`src/tdg_pkg.sv`:
```
// package: constants and types shared by the tamper detect gate
// assumes the internal oscillator drives sys_clk at a nominal 50 MHz rate
package tdg_pkg;
  localparam int unsigned OSC_NOMINAL_MHZ = 50;
  localparam int unsigned OSC_TOL_PCT     = 15;
  localparam int unsigned SERIAL_W        = 96;
  localparam int unsigned USER_ID_W       = 256;
  localparam int unsigned HASH_W          = 64;
  localparam int unsigned VOLT_W          = 12;
  localparam int unsigned CNT_W           = 16;
  // gate time in oscillator cycles, 10 us at nominal rate
  localparam int unsigned GATE_US         = 10;
  localparam int unsigned GATE_CYC        = GATE_US * OSC_NOMINAL_MHZ;
  localparam logic [1:0]  ID_SEL_SERIAL   = 2'h0;
  localparam logic [1:0]  ID_SEL_USER     = 2'h1;
  localparam logic [1:0]  ID_SEL_BOTH     = 2'h2;
  typedef enum logic [3:0] {
    TDG_ST_IDLE  = 4'b0001,
    TDG_ST_HASH  = 4'b0010,
    TDG_ST_PASS  = 4'b0100,
    TDG_ST_FAIL  = 4'b1000
  } tdg_state_t;
endpackage

```
`src/tdg_hash_if.sv`:
```
// interface: hash engine request and result between gate and engine
// assumes both ends run on the oscillator clock
`timescale 1ns/1ns
interface tdg_hash_if;
  import tdg_pkg::*;
  logic                start;
  logic [SERIAL_W+USER_ID_W-1:0] msg;
  logic [1:0]          sel;
  logic                done;
  logic [HASH_W-1:0]   digest;
  modport gate   (output start, output msg, output sel, input done, input digest);
  modport engine (input start, input msg, input sel, output done, output digest);
endinterface

```
`src/tdg_hash.sv`:
```
// keyed one-way mixing engine, one round per clock over the identifier words
// assumes the key is the same constant that produced the stored reference
`timescale 1ns/1ns
module tdg_hash #(
  parameter logic [63:0] KEY = 64'h5a3c_96e1_0f7b_2d48 // arbitrary
) (
  input  wire logic sys_clk,
  input  wire logic nrst,
  tdg_hash_if.engine hif
);
  import tdg_pkg::*;
  localparam int unsigned ROUNDS = (SERIAL_W + USER_ID_W) / 32;
  logic [HASH_W-1:0] acc_ff, nxt_acc;
  logic [4:0]        idx_ff, nxt_idx;
  logic              busy_ff, nxt_busy;
  logic              done_ff, nxt_done;
  logic [31:0]       word;

  function automatic logic [HASH_W-1:0] mix(input logic [HASH_W-1:0] a, input logic [31:0] w);
    logic [HASH_W-1:0] t;
    t = a ^ {w, ~w} ^ KEY;
    t = {t[50:0], t[63:51]} + {t[22:0], t[63:23]};
    return t ^ (t >> 29);
  endfunction

  always_comb begin
    word = hif.msg[idx_ff*32 +: 32];
    // words not selected still take a round but enter as zero, so the hash covers only chosen ids
    if ((hif.sel == ID_SEL_SERIAL) && (idx_ff >= 5'(SERIAL_W / 32))) begin
      word = 32'h0;
    end
    if ((hif.sel == ID_SEL_USER) && (idx_ff < 5'(SERIAL_W / 32))) begin
      word = 32'h0;
    end
    nxt_acc  = acc_ff;
    nxt_idx  = idx_ff;
    nxt_busy = busy_ff;
    nxt_done = 1'b0;
    if (hif.start && !busy_ff) begin
      nxt_acc  = KEY;
      nxt_idx  = 5'h0;
      nxt_busy = 1'b1;
    end else if (busy_ff) begin
      nxt_acc = mix(acc_ff, word);
      if (idx_ff == 5'(ROUNDS - 1)) begin
        nxt_busy = 1'b0;
        nxt_done = 1'b1;
      end else begin
        nxt_idx = idx_ff + 5'h1;
      end
    end
  end

  always_ff @(posedge sys_clk or negedge nrst) begin
    if (!nrst) begin
      acc_ff  <= '0;
      idx_ff  <= '0;
      busy_ff <= 1'b0;
      done_ff <= 1'b0;
    end else begin
      acc_ff  <= nxt_acc;
      idx_ff  <= nxt_idx;
      busy_ff <= nxt_busy;
      done_ff <= nxt_done;
    end
  end

  assign hif.done   = done_ff;
  assign hif.digest = acc_ff;
endmodule

```
`src/tdg_top.sv`:
```
// top: clock window monitor, voltage alarms, id hash gate, sticky penalties
// assumes sys_clk is the always-running internal oscillator; all else is async
// Functional notes
// - all monitoring runs on the internal oscillator, nominal 50 MHz within 15 percent
// - user clock edge count per gate must lie between programmed low and high bounds
// - count outside the window raises the clock penalty output
// - no logic depends on any external clock for its sequencing
// - failed identifier check holds the design inactive or limited
// - the 96-bit factory serial number feeds the identifier hash
// - the 256-bit user id area may be used alone or with the serial
// - keyed hash compared to stored reference; enable only on match
// - external voltages compared with upper and lower limits; alarm exposed
`timescale 1ns/1ns
module tdg_top
  import tdg_pkg::*;
#(
  parameter int unsigned GATE_CYCLES = GATE_CYC,
  parameter int unsigned NUM_VOLT    = 2
) (
  input  wire logic                          sys_clk,
  input  wire logic                          nrst,
  input  wire logic                          user_clk_in,
  input  wire logic [tdg_pkg::CNT_W-1:0]     freq_lo,
  input  wire logic [tdg_pkg::CNT_W-1:0]     freq_hi,
  input  wire logic [tdg_pkg::SERIAL_W-1:0]  serial_number_word0,
  input  wire logic [tdg_pkg::USER_ID_W-1:0] unique_identifier,
  input  wire logic [1:0]                    id_sel,
  input  wire logic [tdg_pkg::HASH_W-1:0]    ref_hash,
  input  wire logic                          id_check_start,
  input  wire logic [NUM_VOLT*tdg_pkg::VOLT_W-1:0] volt_in,
  input  wire logic [tdg_pkg::VOLT_W-1:0]    volt_lo,
  input  wire logic [tdg_pkg::VOLT_W-1:0]    volt_hi,
  output logic                               clk_penalty,
  output logic                               volt_alarm,
  output logic [NUM_VOLT-1:0]                volt_alarm_vec,
  output logic                               design_enable,
  output logic                               limited_mode,
  output logic                               id_fail
);
  import tdg_pkg::*;

  ////////////////////////////////////////////////////////////////////////////
  // user clock synchroniser and edge counter
  logic              ucs1_ff, ucs2_ff, ucs3_ff;
  logic [CNT_W-1:0]  edge_cnt_ff, nxt_edge_cnt;
  logic [CNT_W-1:0]  gate_cnt_ff, nxt_gate_cnt;
  logic              clk_pen_ff, nxt_clk_pen;
  logic              gate_end;
  logic              rise;

  function automatic logic in_window(input logic [CNT_W-1:0] v, input logic [CNT_W-1:0] lo,
                                     input logic [CNT_W-1:0] hi);
    return (v >= lo) && (v <= hi);
  endfunction

  always_ff @(posedge sys_clk or negedge nrst) begin
    if (!nrst) begin
      ucs1_ff <= 1'b0;
      ucs2_ff <= 1'b0;
      ucs3_ff <= 1'b0;
    end else begin
      ucs1_ff <= user_clk_in;
      ucs2_ff <= ucs1_ff;
      ucs3_ff <= ucs2_ff;
    end
  end

  always_comb begin
    rise         = ucs2_ff && !ucs3_ff;
    gate_end     = (gate_cnt_ff == CNT_W'(GATE_CYCLES - 1));
    nxt_gate_cnt = gate_end ? '0 : gate_cnt_ff + CNT_W'(1);
    nxt_edge_cnt = edge_cnt_ff;
    if (rise && (edge_cnt_ff != '1)) begin
      nxt_edge_cnt = edge_cnt_ff + CNT_W'(1);
    end
    if (gate_end) begin
      nxt_edge_cnt = '0;
    end
    nxt_clk_pen = clk_pen_ff;
    // bounds must already include the oscillator tolerance; a stopped clock reads 0
    if (gate_end && !in_window(edge_cnt_ff, freq_lo, freq_hi)) begin
      nxt_clk_pen = 1'b1;
    end
  end

  always_ff @(posedge sys_clk or negedge nrst) begin
    if (!nrst) begin
      edge_cnt_ff <= '0;
      gate_cnt_ff <= '0;
      clk_pen_ff  <= 1'b0;
    end else begin
      edge_cnt_ff <= nxt_edge_cnt;
      gate_cnt_ff <= nxt_gate_cnt;
      clk_pen_ff  <= nxt_clk_pen;
    end
  end

  ////////////////////////////////////////////////////////////////////////////
  // voltage alarm comparators; inputs come from another domain, so two flops
  logic [NUM_VOLT*VOLT_W-1:0] vs1_ff, vs2_ff, vs3_ff;
  logic [2:0]                 vfill_ff, nxt_vfill;
  logic [NUM_VOLT-1:0]        valm_ff, nxt_valm;
  logic                       vany_ff, nxt_vany;
  logic                       vcmp;

  always_comb begin
    // reset zeros in the pipe would read as under-voltage, so wait until it is full;
    // a word caught mid-change is skipped by asking two samples to agree
    nxt_vfill = {vfill_ff[1:0], 1'b1};
    vcmp      = vfill_ff[2] && (vs2_ff == vs3_ff);
    nxt_valm  = valm_ff;
    for (int i = 0; i < NUM_VOLT; i++) begin
      if (vcmp && ((vs2_ff[i*VOLT_W +: VOLT_W] > volt_hi) || (vs2_ff[i*VOLT_W +: VOLT_W] < volt_lo))) begin
        nxt_valm[i] = 1'b1;
      end
    end
    nxt_vany = |nxt_valm;
  end

  always_ff @(posedge sys_clk or negedge nrst) begin
    if (!nrst) begin
      vs1_ff   <= '0;
      vs2_ff   <= '0;
      vs3_ff   <= '0;
      vfill_ff <= '0;
      valm_ff  <= '0;
      vany_ff  <= 1'b0;
    end else begin
      vs1_ff   <= volt_in;
      vs2_ff   <= vs1_ff;
      vs3_ff   <= vs2_ff;
      vfill_ff <= nxt_vfill;
      valm_ff <= nxt_valm;
      vany_ff <= nxt_vany;
    end
  end

  ////////////////////////////////////////////////////////////////////////////
  // identifier hash check
  tdg_hash_if hif ();
  tdg_state_t        st_ff, nxt_st;
  logic              hstart_ff, nxt_hstart;
  logic              st1_ff, st2_ff, st3_ff;
  logic              en_ff, nxt_en;
  logic              lim_ff, nxt_lim;
  logic              fail_ff, nxt_fail;

  tdg_hash u_hash (
    .sys_clk (sys_clk),
    .nrst    (nrst),
    .hif     (hif)
  );

  assign hif.start = hstart_ff;
  assign hif.msg   = {unique_identifier, serial_number_word0};
  assign hif.sel   = id_sel;

  always_comb begin
    nxt_st     = st_ff;
    nxt_hstart = 1'b0;
    nxt_fail   = fail_ff;
    case (st_ff)
      TDG_ST_IDLE: begin
        if (st2_ff && !st3_ff) begin
          nxt_st     = TDG_ST_HASH;
          nxt_hstart = 1'b1;
        end
      end
      TDG_ST_HASH: begin
        if (hif.done) begin
          if (hif.digest == ref_hash) begin
            nxt_st = TDG_ST_PASS;
          end else begin
            nxt_st   = TDG_ST_FAIL;
            nxt_fail = 1'b1;
          end
        end
      end
      TDG_ST_PASS: nxt_st = TDG_ST_PASS;
      TDG_ST_FAIL: nxt_st = TDG_ST_FAIL;
      default:     nxt_st = TDG_ST_IDLE;
    endcase
    // any penalty drops full operation to limited mode
    nxt_en  = (nxt_st == TDG_ST_PASS) && !nxt_clk_pen && !nxt_vany;
    nxt_lim = !nxt_en;
  end

  always_ff @(posedge sys_clk or negedge nrst) begin
    if (!nrst) begin
      st_ff     <= TDG_ST_IDLE;
      hstart_ff <= 1'b0;
      st1_ff    <= 1'b0;
      st2_ff    <= 1'b0;
      st3_ff    <= 1'b0;
      en_ff     <= 1'b0;
      lim_ff    <= 1'b1;
      fail_ff   <= 1'b0;
    end else begin
      st_ff     <= nxt_st;
      hstart_ff <= nxt_hstart;
      st1_ff    <= id_check_start;
      st2_ff    <= st1_ff;
      st3_ff    <= st2_ff;
      en_ff     <= nxt_en;
      lim_ff    <= nxt_lim;
      fail_ff   <= nxt_fail;
    end
  end

  assign clk_penalty    = clk_pen_ff;
  assign volt_alarm     = vany_ff;
  assign volt_alarm_vec = valm_ff;
  assign design_enable  = en_ff;
  assign limited_mode   = lim_ff;
  assign id_fail        = fail_ff;
endmodule

```
`config.mk`:
```
export PLATFORM = sky130hd
export DESIGN_NAME = tdg_top
export DESIGN_NICKNAME = d
export VERILOG_FILES = /design/src/tdg_pkg.sv /design/src/tdg_hash_if.sv /design/src/tdg_hash.sv /design/src/tdg_top.sv
export SDC_FILE = /design/constraint.sdc
export NUM_CORES = 1
export LEC_CHECK = 0
export ABC_AREA = 0
export BUFFER_PORTS_ARGS = -buffer_cell sky130_fd_sc_hd__buf_2
export CAP_MARGIN = 5
export CORE_AREA = 2 2 197 199
export DETAILED_ROUTE_END_ITERATION = 6
export DIE_AREA = 0 0 199 201
export PLACE_DENSITY_LB_ADDON = 0.08
export SLEW_MARGIN = 20
export SYNTH_ARGS = -nofsm -noshare
export SYNTH_HDL_FRONTEND = slang
export SYNTH_SLANG_ARGS = --single-unit
```
`constraint.sdc`:
```
create_clock -name sys_clk -period 12.9 [get_ports sys_clk]
set_input_delay 0.645 -clock sys_clk [delete_from_list [all_inputs] [get_ports sys_clk]]
set_output_delay 0.645 -clock sys_clk [all_outputs]
set_load 0.02 [all_outputs]
```
# ---- Word-level counts from Yosys, hierarchy flattened
# Index checks and enable logic that the tools add are counted.
dict set report totals {
  wordCells 107
  output_inout_bits 7
  reg_bits 196
}
dict set report classes {
  n_lt_le_gt_ge 8
  n_eq_ne 12
  shifts 1
  muxes 25
  bitwise_logic 5
  addsub 4
  reduce_logical 28
}
# operator count
set ops {}
lappend ops {{variable part select 352 x 11 -> 32 bit} 1}
lappend ops {{2-to-1 mux 64 bit} 2}
lappend ops {{adder 64 bit} 1}
lappend ops {{equality test 64 bit} 1}
lappend ops {{2-to-1 mux 32 bit} 2}
lappend ops {{NOT 32 bit} 2}
lappend ops {{XOR 64 x 35 -> 64 bit} 1}
lappend ops {{XOR 64 bit} 1}
lappend ops {{2-to-1 mux 16 bit} 3}
lappend ops {{adder 16 x 1 -> 16 bit, second input constant} 2}
lappend ops {{equality test 24 bit} 1}
lappend ops {{> comparator 12 bit} 2}
lappend ops {{less-than comparator 12 bit} 2}
lappend ops {{equality test 16 x 9 -> 1 bit, second input constant} 1}
lappend ops {{>= comparator 16 bit} 1}
lappend ops {{<= comparator 16 bit} 1}
lappend ops {{!= test 16 bit, second input constant} 1}
lappend ops {{case mux 4 bit (4 select lines)} 1}
lappend ops {{2-to-1 mux 5 bit} 3}
lappend ops {{logical AND 1 bit} 13}
lappend ops {{2-to-1 mux 4 bit} 3}
lappend ops {{2-to-1 mux 1 bit} 11}
lappend ops {{equality test 4 x 3 -> 1 bit, second input constant} 2}
lappend ops {{zero test 1 bit} 7}
lappend ops {{16 further kinds} 18}

# ---- Longest topological paths before layout
dict set report logic_depth {
  ltp_word 11
  ltp_mapped 26
  mapped_depth_nobuf 21
}

# ---- Cells and area by module
# A second synthesis with hierarchy kept.
dict set report unflattened {
  cells_unflattened 1900
  hier_area_um2 17887.2
}
# module area_each_um2 cells_per_inst n_inst
set by_module_without_submodules {}
lappend by_module_without_submodules {tdg_hash 10995.5 1246 1}
lappend by_module_without_submodules {tdg_top 6891.6 654 1}

# ---- Worst setup path after synthesis
# OpenSTA, ideal clock, no wires.
dict set report synth_timing {
  path_kind {reg-to-reg}
  from {register u_hash.idx_ff[1]}
  to {register u_hash.acc_ff[20] (netlist: u_hash.hif.digest[20])}
  path_stages_with_launch 27
  setup_time_ns 0.121
  required_time_ns 12.779
  arrival_ns 5.341
  setup_slack_ns 7.438
  period_less_slack_ns 5.462
  path_cell_list {dfrtp_1 -> buf_6 -> buf_6 -> buf_6 -> buf_4 -> buf_2 -> buf_1 -> mux2_2 -> a221o_1 -> o21ai_0 -> o21ai_0 -> nand2_1 -> xor2_1 -> ha_1 -> a21oi_1 -> nor3b_1 -> a221o_1 -> o211ai_1 -> o221ai_1 -> a311oi_1 -> or2_1 -> a31oi_1 -> o311ai_1 -> o31ai_2 -> xor2_1 -> xnor2_1 -> o22a_1}
}
dict set report synth_between {
  elab_chain_cells 11
  word_cells_on_any_way 14
  classes_between {add/sub: 1; order compare: 2; shift: 1; mux: 4; bitwise: 4; reduce/logical: 2}
}
# element line_no
set synth_lines {}
lappend synth_lines {{start: declaration} tdg_hash.sv:14} ;# logic [4:0] idx_ff, nxt_idx;
lappend synth_lines {{start signal: assignment} tdg_hash.sv:62} ;# idx_ff <= nxt_idx;
lappend synth_lines {{branches (longest 3 deep; another with variable part select 352 x 11 -> 32 bit)} n/a}
lappend synth_lines {{2-to-1 mux 32 bit (*)} tdg_hash.sv:32} ;# if ((hif.sel == ID_SEL_USER) && (idx_ff < 5'(SERIAL_W / 32))) begin
lappend synth_lines {{NOT 32 bit} tdg_hash.sv:21} ;# t = a ^ {w, ~w} ^ KEY;
lappend synth_lines {{XOR 64 bit (*)} tdg_hash.sv:21}
lappend synth_lines {{NOT 32 bit (no line)} n/a}
lappend synth_lines {{adder 64 bit (*)} tdg_hash.sv:22} ;# t = {t[50:0], t[63:51]} + {t[22:0], t[63:23]};
lappend synth_lines {{XOR 64 x 35 -> 64 bit (*)} tdg_hash.sv:23} ;# return t ^ (t >> 29);
lappend synth_lines {{2-to-1 mux 64 bit (*)} tdg_hash.sv:43} ;# end else if (busy_ff) begin
lappend synth_lines {{2-to-1 mux 64 bit (*)} tdg_hash.sv:39} ;# if (hif.start && !busy_ff) begin
lappend synth_lines {{end signal: assignment} tdg_hash.sv:61} ;# acc_ff <= nxt_acc;
lappend synth_lines {{end: declaration} tdg_hash.sv:13} ;# logic [HASH_W-1:0] acc_ff, nxt_acc;
# Mark *: on every way between the ends. The select of a mux whose other input is x is not followed.
# A chain may end at the register's enable or synchronous reset.

# ---- Worst setup path in the final report
dict set report layout_timing {
  from {register u_hash.idx_ff[1]}
  to {register u_hash.acc_ff[25] (netlist: u_hash.hif.digest[25])}
}
# The elaborated chain is that of the path after synthesis.

==> qor.txt <==
Library cells used by synthesis: 103
Vias in the first global route: 19450
Initial Util: 0.486
Setup TNS: 0 ns
# nets final: 3053
Initial antenna violation count: 20
First-pass GRT wire length: 133000 µm
Die area: 40000 µm²
Post-CTS setup buffers: 0
Worst-Skew Late Latency: 0.46 ns
Post-CTS Resized: 0
Yosys warning total: 0
CP endpoint kind: register
Hpwl dp: 78400 µm
I/O pin cnt: 509
Netlist Area Pre-Place: 18500 µm²
Yosys reg bits: 196
Synth Instances: 1968
Root buf cell: clkbuf_16
Ys flop type: dfrtp_1
Synth Area per Inst: 9.41 µm²
Site row count: 72
Most frequent cells in the layout: buf_2 (507), xnor2_1 (205), dfrtp_1 (191)
Post-synth EDFFs: 0
Vias/cell: 6.42
Synth area leader: dfrtp_1
Commonest non-fill, non-tap cell in the layout: buf_2
Largest net degree at the start of global routing: 85
Chip height: 201 µm
RSZ-0062 raised after global routing: false
Worst Hold Class: input pin to async pin
Critical Path AT: 7.84 ns
Fin crit share: 0.584
Multi-input gate area in the final layout: 12800 µm²
Die width: 199 µm
Fill cells: 3380
Critical-path maximum fanout: 52
Sequential fraction of the synthesis area: 0.265
Maximum VDD drop: 0.0753 mV
Routed len/inst: 31.5 µm
CP Launch Type: register
GPL Wtd Cong: 1.11
PortBufs: 508
FF/Latch Area: 4910 µm²
Static Leak: 10.1 nW
Clock Tree Buf Depth: 2
Outcome: complete, no violations
Post-synth ARST share: 1.00
Period minus WS final: 7.53 ns
Layout area overhead: 19.7%
Worst-path clk slew: 0.09 ns
GR Overflow Total: 0
Slew headroom: 0.183
Max Freq: 0.133 GHz
Iter 0 DRT Violations: 2033
Fraction of layout cells with a size suffix above 1: 0.293
Max-cap viol count: 0
Area share of the largest cell type after synthesis: 0.262
CTS tree: yes
H-tree levels: 4
Routed vias: 19155
CTS Buf Count: 17
Clock sinks: 196
Syn Nets: 2587
Final hold vios: 0
Worst-margin pin slew: 1.23 ns
Final wirelength: 93900 µm
PwrDens: 91.3 nW/µm²
Setup CP Type: register to register
DRC viols: 0
Clock skew: 0.0163 ns
Final ANT Viol Nets: 0
# hold bufs at CTS: 0
Post-route insts no fill: 2983
Top post-synthesis cells by area: dfrtp_1 (26%), xnor2_1 (9.7%), ha_1 (7.9%), mux4_2 (6.7%), xor2_1 (4.5%)
Core Region: 38100 µm²
Critical path required time: 13.21 ns
Final setup vio count: 0
# placed instances: 2933
GRT Total Usage: 0.469
Drt pass-1 iters: 6
Fin. max-slew vios: 0
## worst paths after layout
check | cells after the start | slack, ns | to | startpoint
hold / removal | 1 | 0.23 | vs1_ff[16] | nrst
max in group asynchronous | 2 | 11.29 | u_hash.hif.digest[55] | nrst
setup reg to reg | 18 | 5.37 | u_hash.hif.digest[25] | u_hash.idx_ff[1]
hold reg to reg | 0 | 0.35 | vs2_ff[10] | vs1_ff[10]
min in group sys_clk | 1 | 0.28 | st1_ff | id_check_start
setup / recovery | 18 | 5.37 | u_hash.hif.digest[25] | u_hash.idx_ff[1]
## Yosys cell counts (all sizes together), types with 13 or more instances
| cell | count |
|---|---|
| a21o | 53 |
| a21oi | 112 |
| a22o | 15 |
| a31oi | 18 |
| a32oi | 19 |
| and2 | 19 |
| and3 | 19 |
| buf | 34 |
| clkbuf | 45 |
| dfrtp | 194 |
| ha | 117 |
| inv | 106 |
| maj3 | 24 |
| mux2 | 44 |
| mux2i | 36 |
| mux4 | 55 |
| nand2 | 115 |
| nand2b | 27 |
| nand3 | 44 |
| nand4 | 45 |
| nor2 | 128 |
| nor2b | 14 |
| nor3 | 23 |
| nor4 | 15 |
| o21a | 13 |
| o21ai | 77 |
| o22ai | 16 |
| o2bb2ai | 17 |
| o31ai | 14 |
| or2 | 14 |
| or3 | 17 |
| xnor2 | 213 |
| xor2 | 98 |
## layer usage
layer / up-vias / wire (µm) / track usage / part of all wire
li1: 8163 / - / - / -
met1: 9295 / 33400 / 0.544 / 0.36
met2: 1328 / 40700 / 0.715 / 0.43
met3: 351 / 11000 / 0.155 / 0.12
met4: 18 / 8680 / 0.355 / 0.092
met5: - / 115 / 0 / 0.0012
## state kept, by name (all words and copies together) (netlist names), 2 cells and up
register and flops:
edge_cnt_ff 16, gate_cnt_ff 16, st_ff 4, u_hash.hif.digest 64
u_hash.idx_ff 5, vfill_ff 3, volt_alarm_vec 2, vs1_ff 24
vs2_ff 24, vs3_ff 24
## power by group
group	switching, mW	internal [mW]
combinational	0.458	0.298
clock	0.287	0.315
sequential	0.0306	0.635
total	0.775	1.25
## metrics by stage
stage | total power [mW] | setup slack (ns) | hold slack, ns | area, µm² | utilization
after floorplan | 1.09 | 7.44 | 0.331 | 18500 | -
after global placement | 1.39 | 5.66 | 0.332 | 21500 | 0.564
after detailed placement | 1.40 | 5.59 | 0.336 | 21500 | 0.564
after CTS | 2.00 | 5.52 | 0.264 | 22100 | 0.580
after global routing | 2.09 | 4.98 | 0.274 | 22100 | 0.581
final | 2.02 | 5.37 | 0.233 | 22200 | 0.582
## kinds of logic (layout without fill, tap and decap cells)
family | count (synthesis) | in the layout | synth area share
other | 1 | 19 | 0.000202
flip-flops | 196 | 196 | 0.265
AND/OR/NAND/NOR | 512 | 512 | 0.140
buffers and inverters | 187 | 666 | 0.0434
XOR/XNOR | 320 | 320 | 0.163
multiplexers | 135 | 135 | 0.114
adder cells (fa/ha/maj) | 141 | 141 | 0.0920
AO/OA/AOI/OAI | 476 | 476 | 0.183
## cell type report
type,instances,share of cell area
Multi-Input combinational cell,1585,0.579
Tap cell,518,0.0292
Clock buffer,17,0.0192
Timing Repair Buffer,526,0.121
Clock inverter,15,0.00965
Sequential cell,196,0.222
Inverter,108,0.0183
Antenna cell,18,0.00203
## worst max-delay path, cell delays in order, from the launching register on
cell,delay [ns]
dfrtp_4,0.79
ha_1,0.38
o21ba_2,0.25
mux2i_4,0.64
nand2_1,0.65
nor2_1,0.66
xnor2_1,0.33
inv_1,0.23
ha_1,0.39
a311o_1,0.27
a31oi_1,0.32
o41ai_4,0.16
a31oi_1,0.40
o21ai_2,0.21
a31oi_2,0.55
o211ai_2,0.20
xnor2_1,0.58
xor2_1,0.23
a21oi_1,0.09
(Power assumes the default switching activity.)
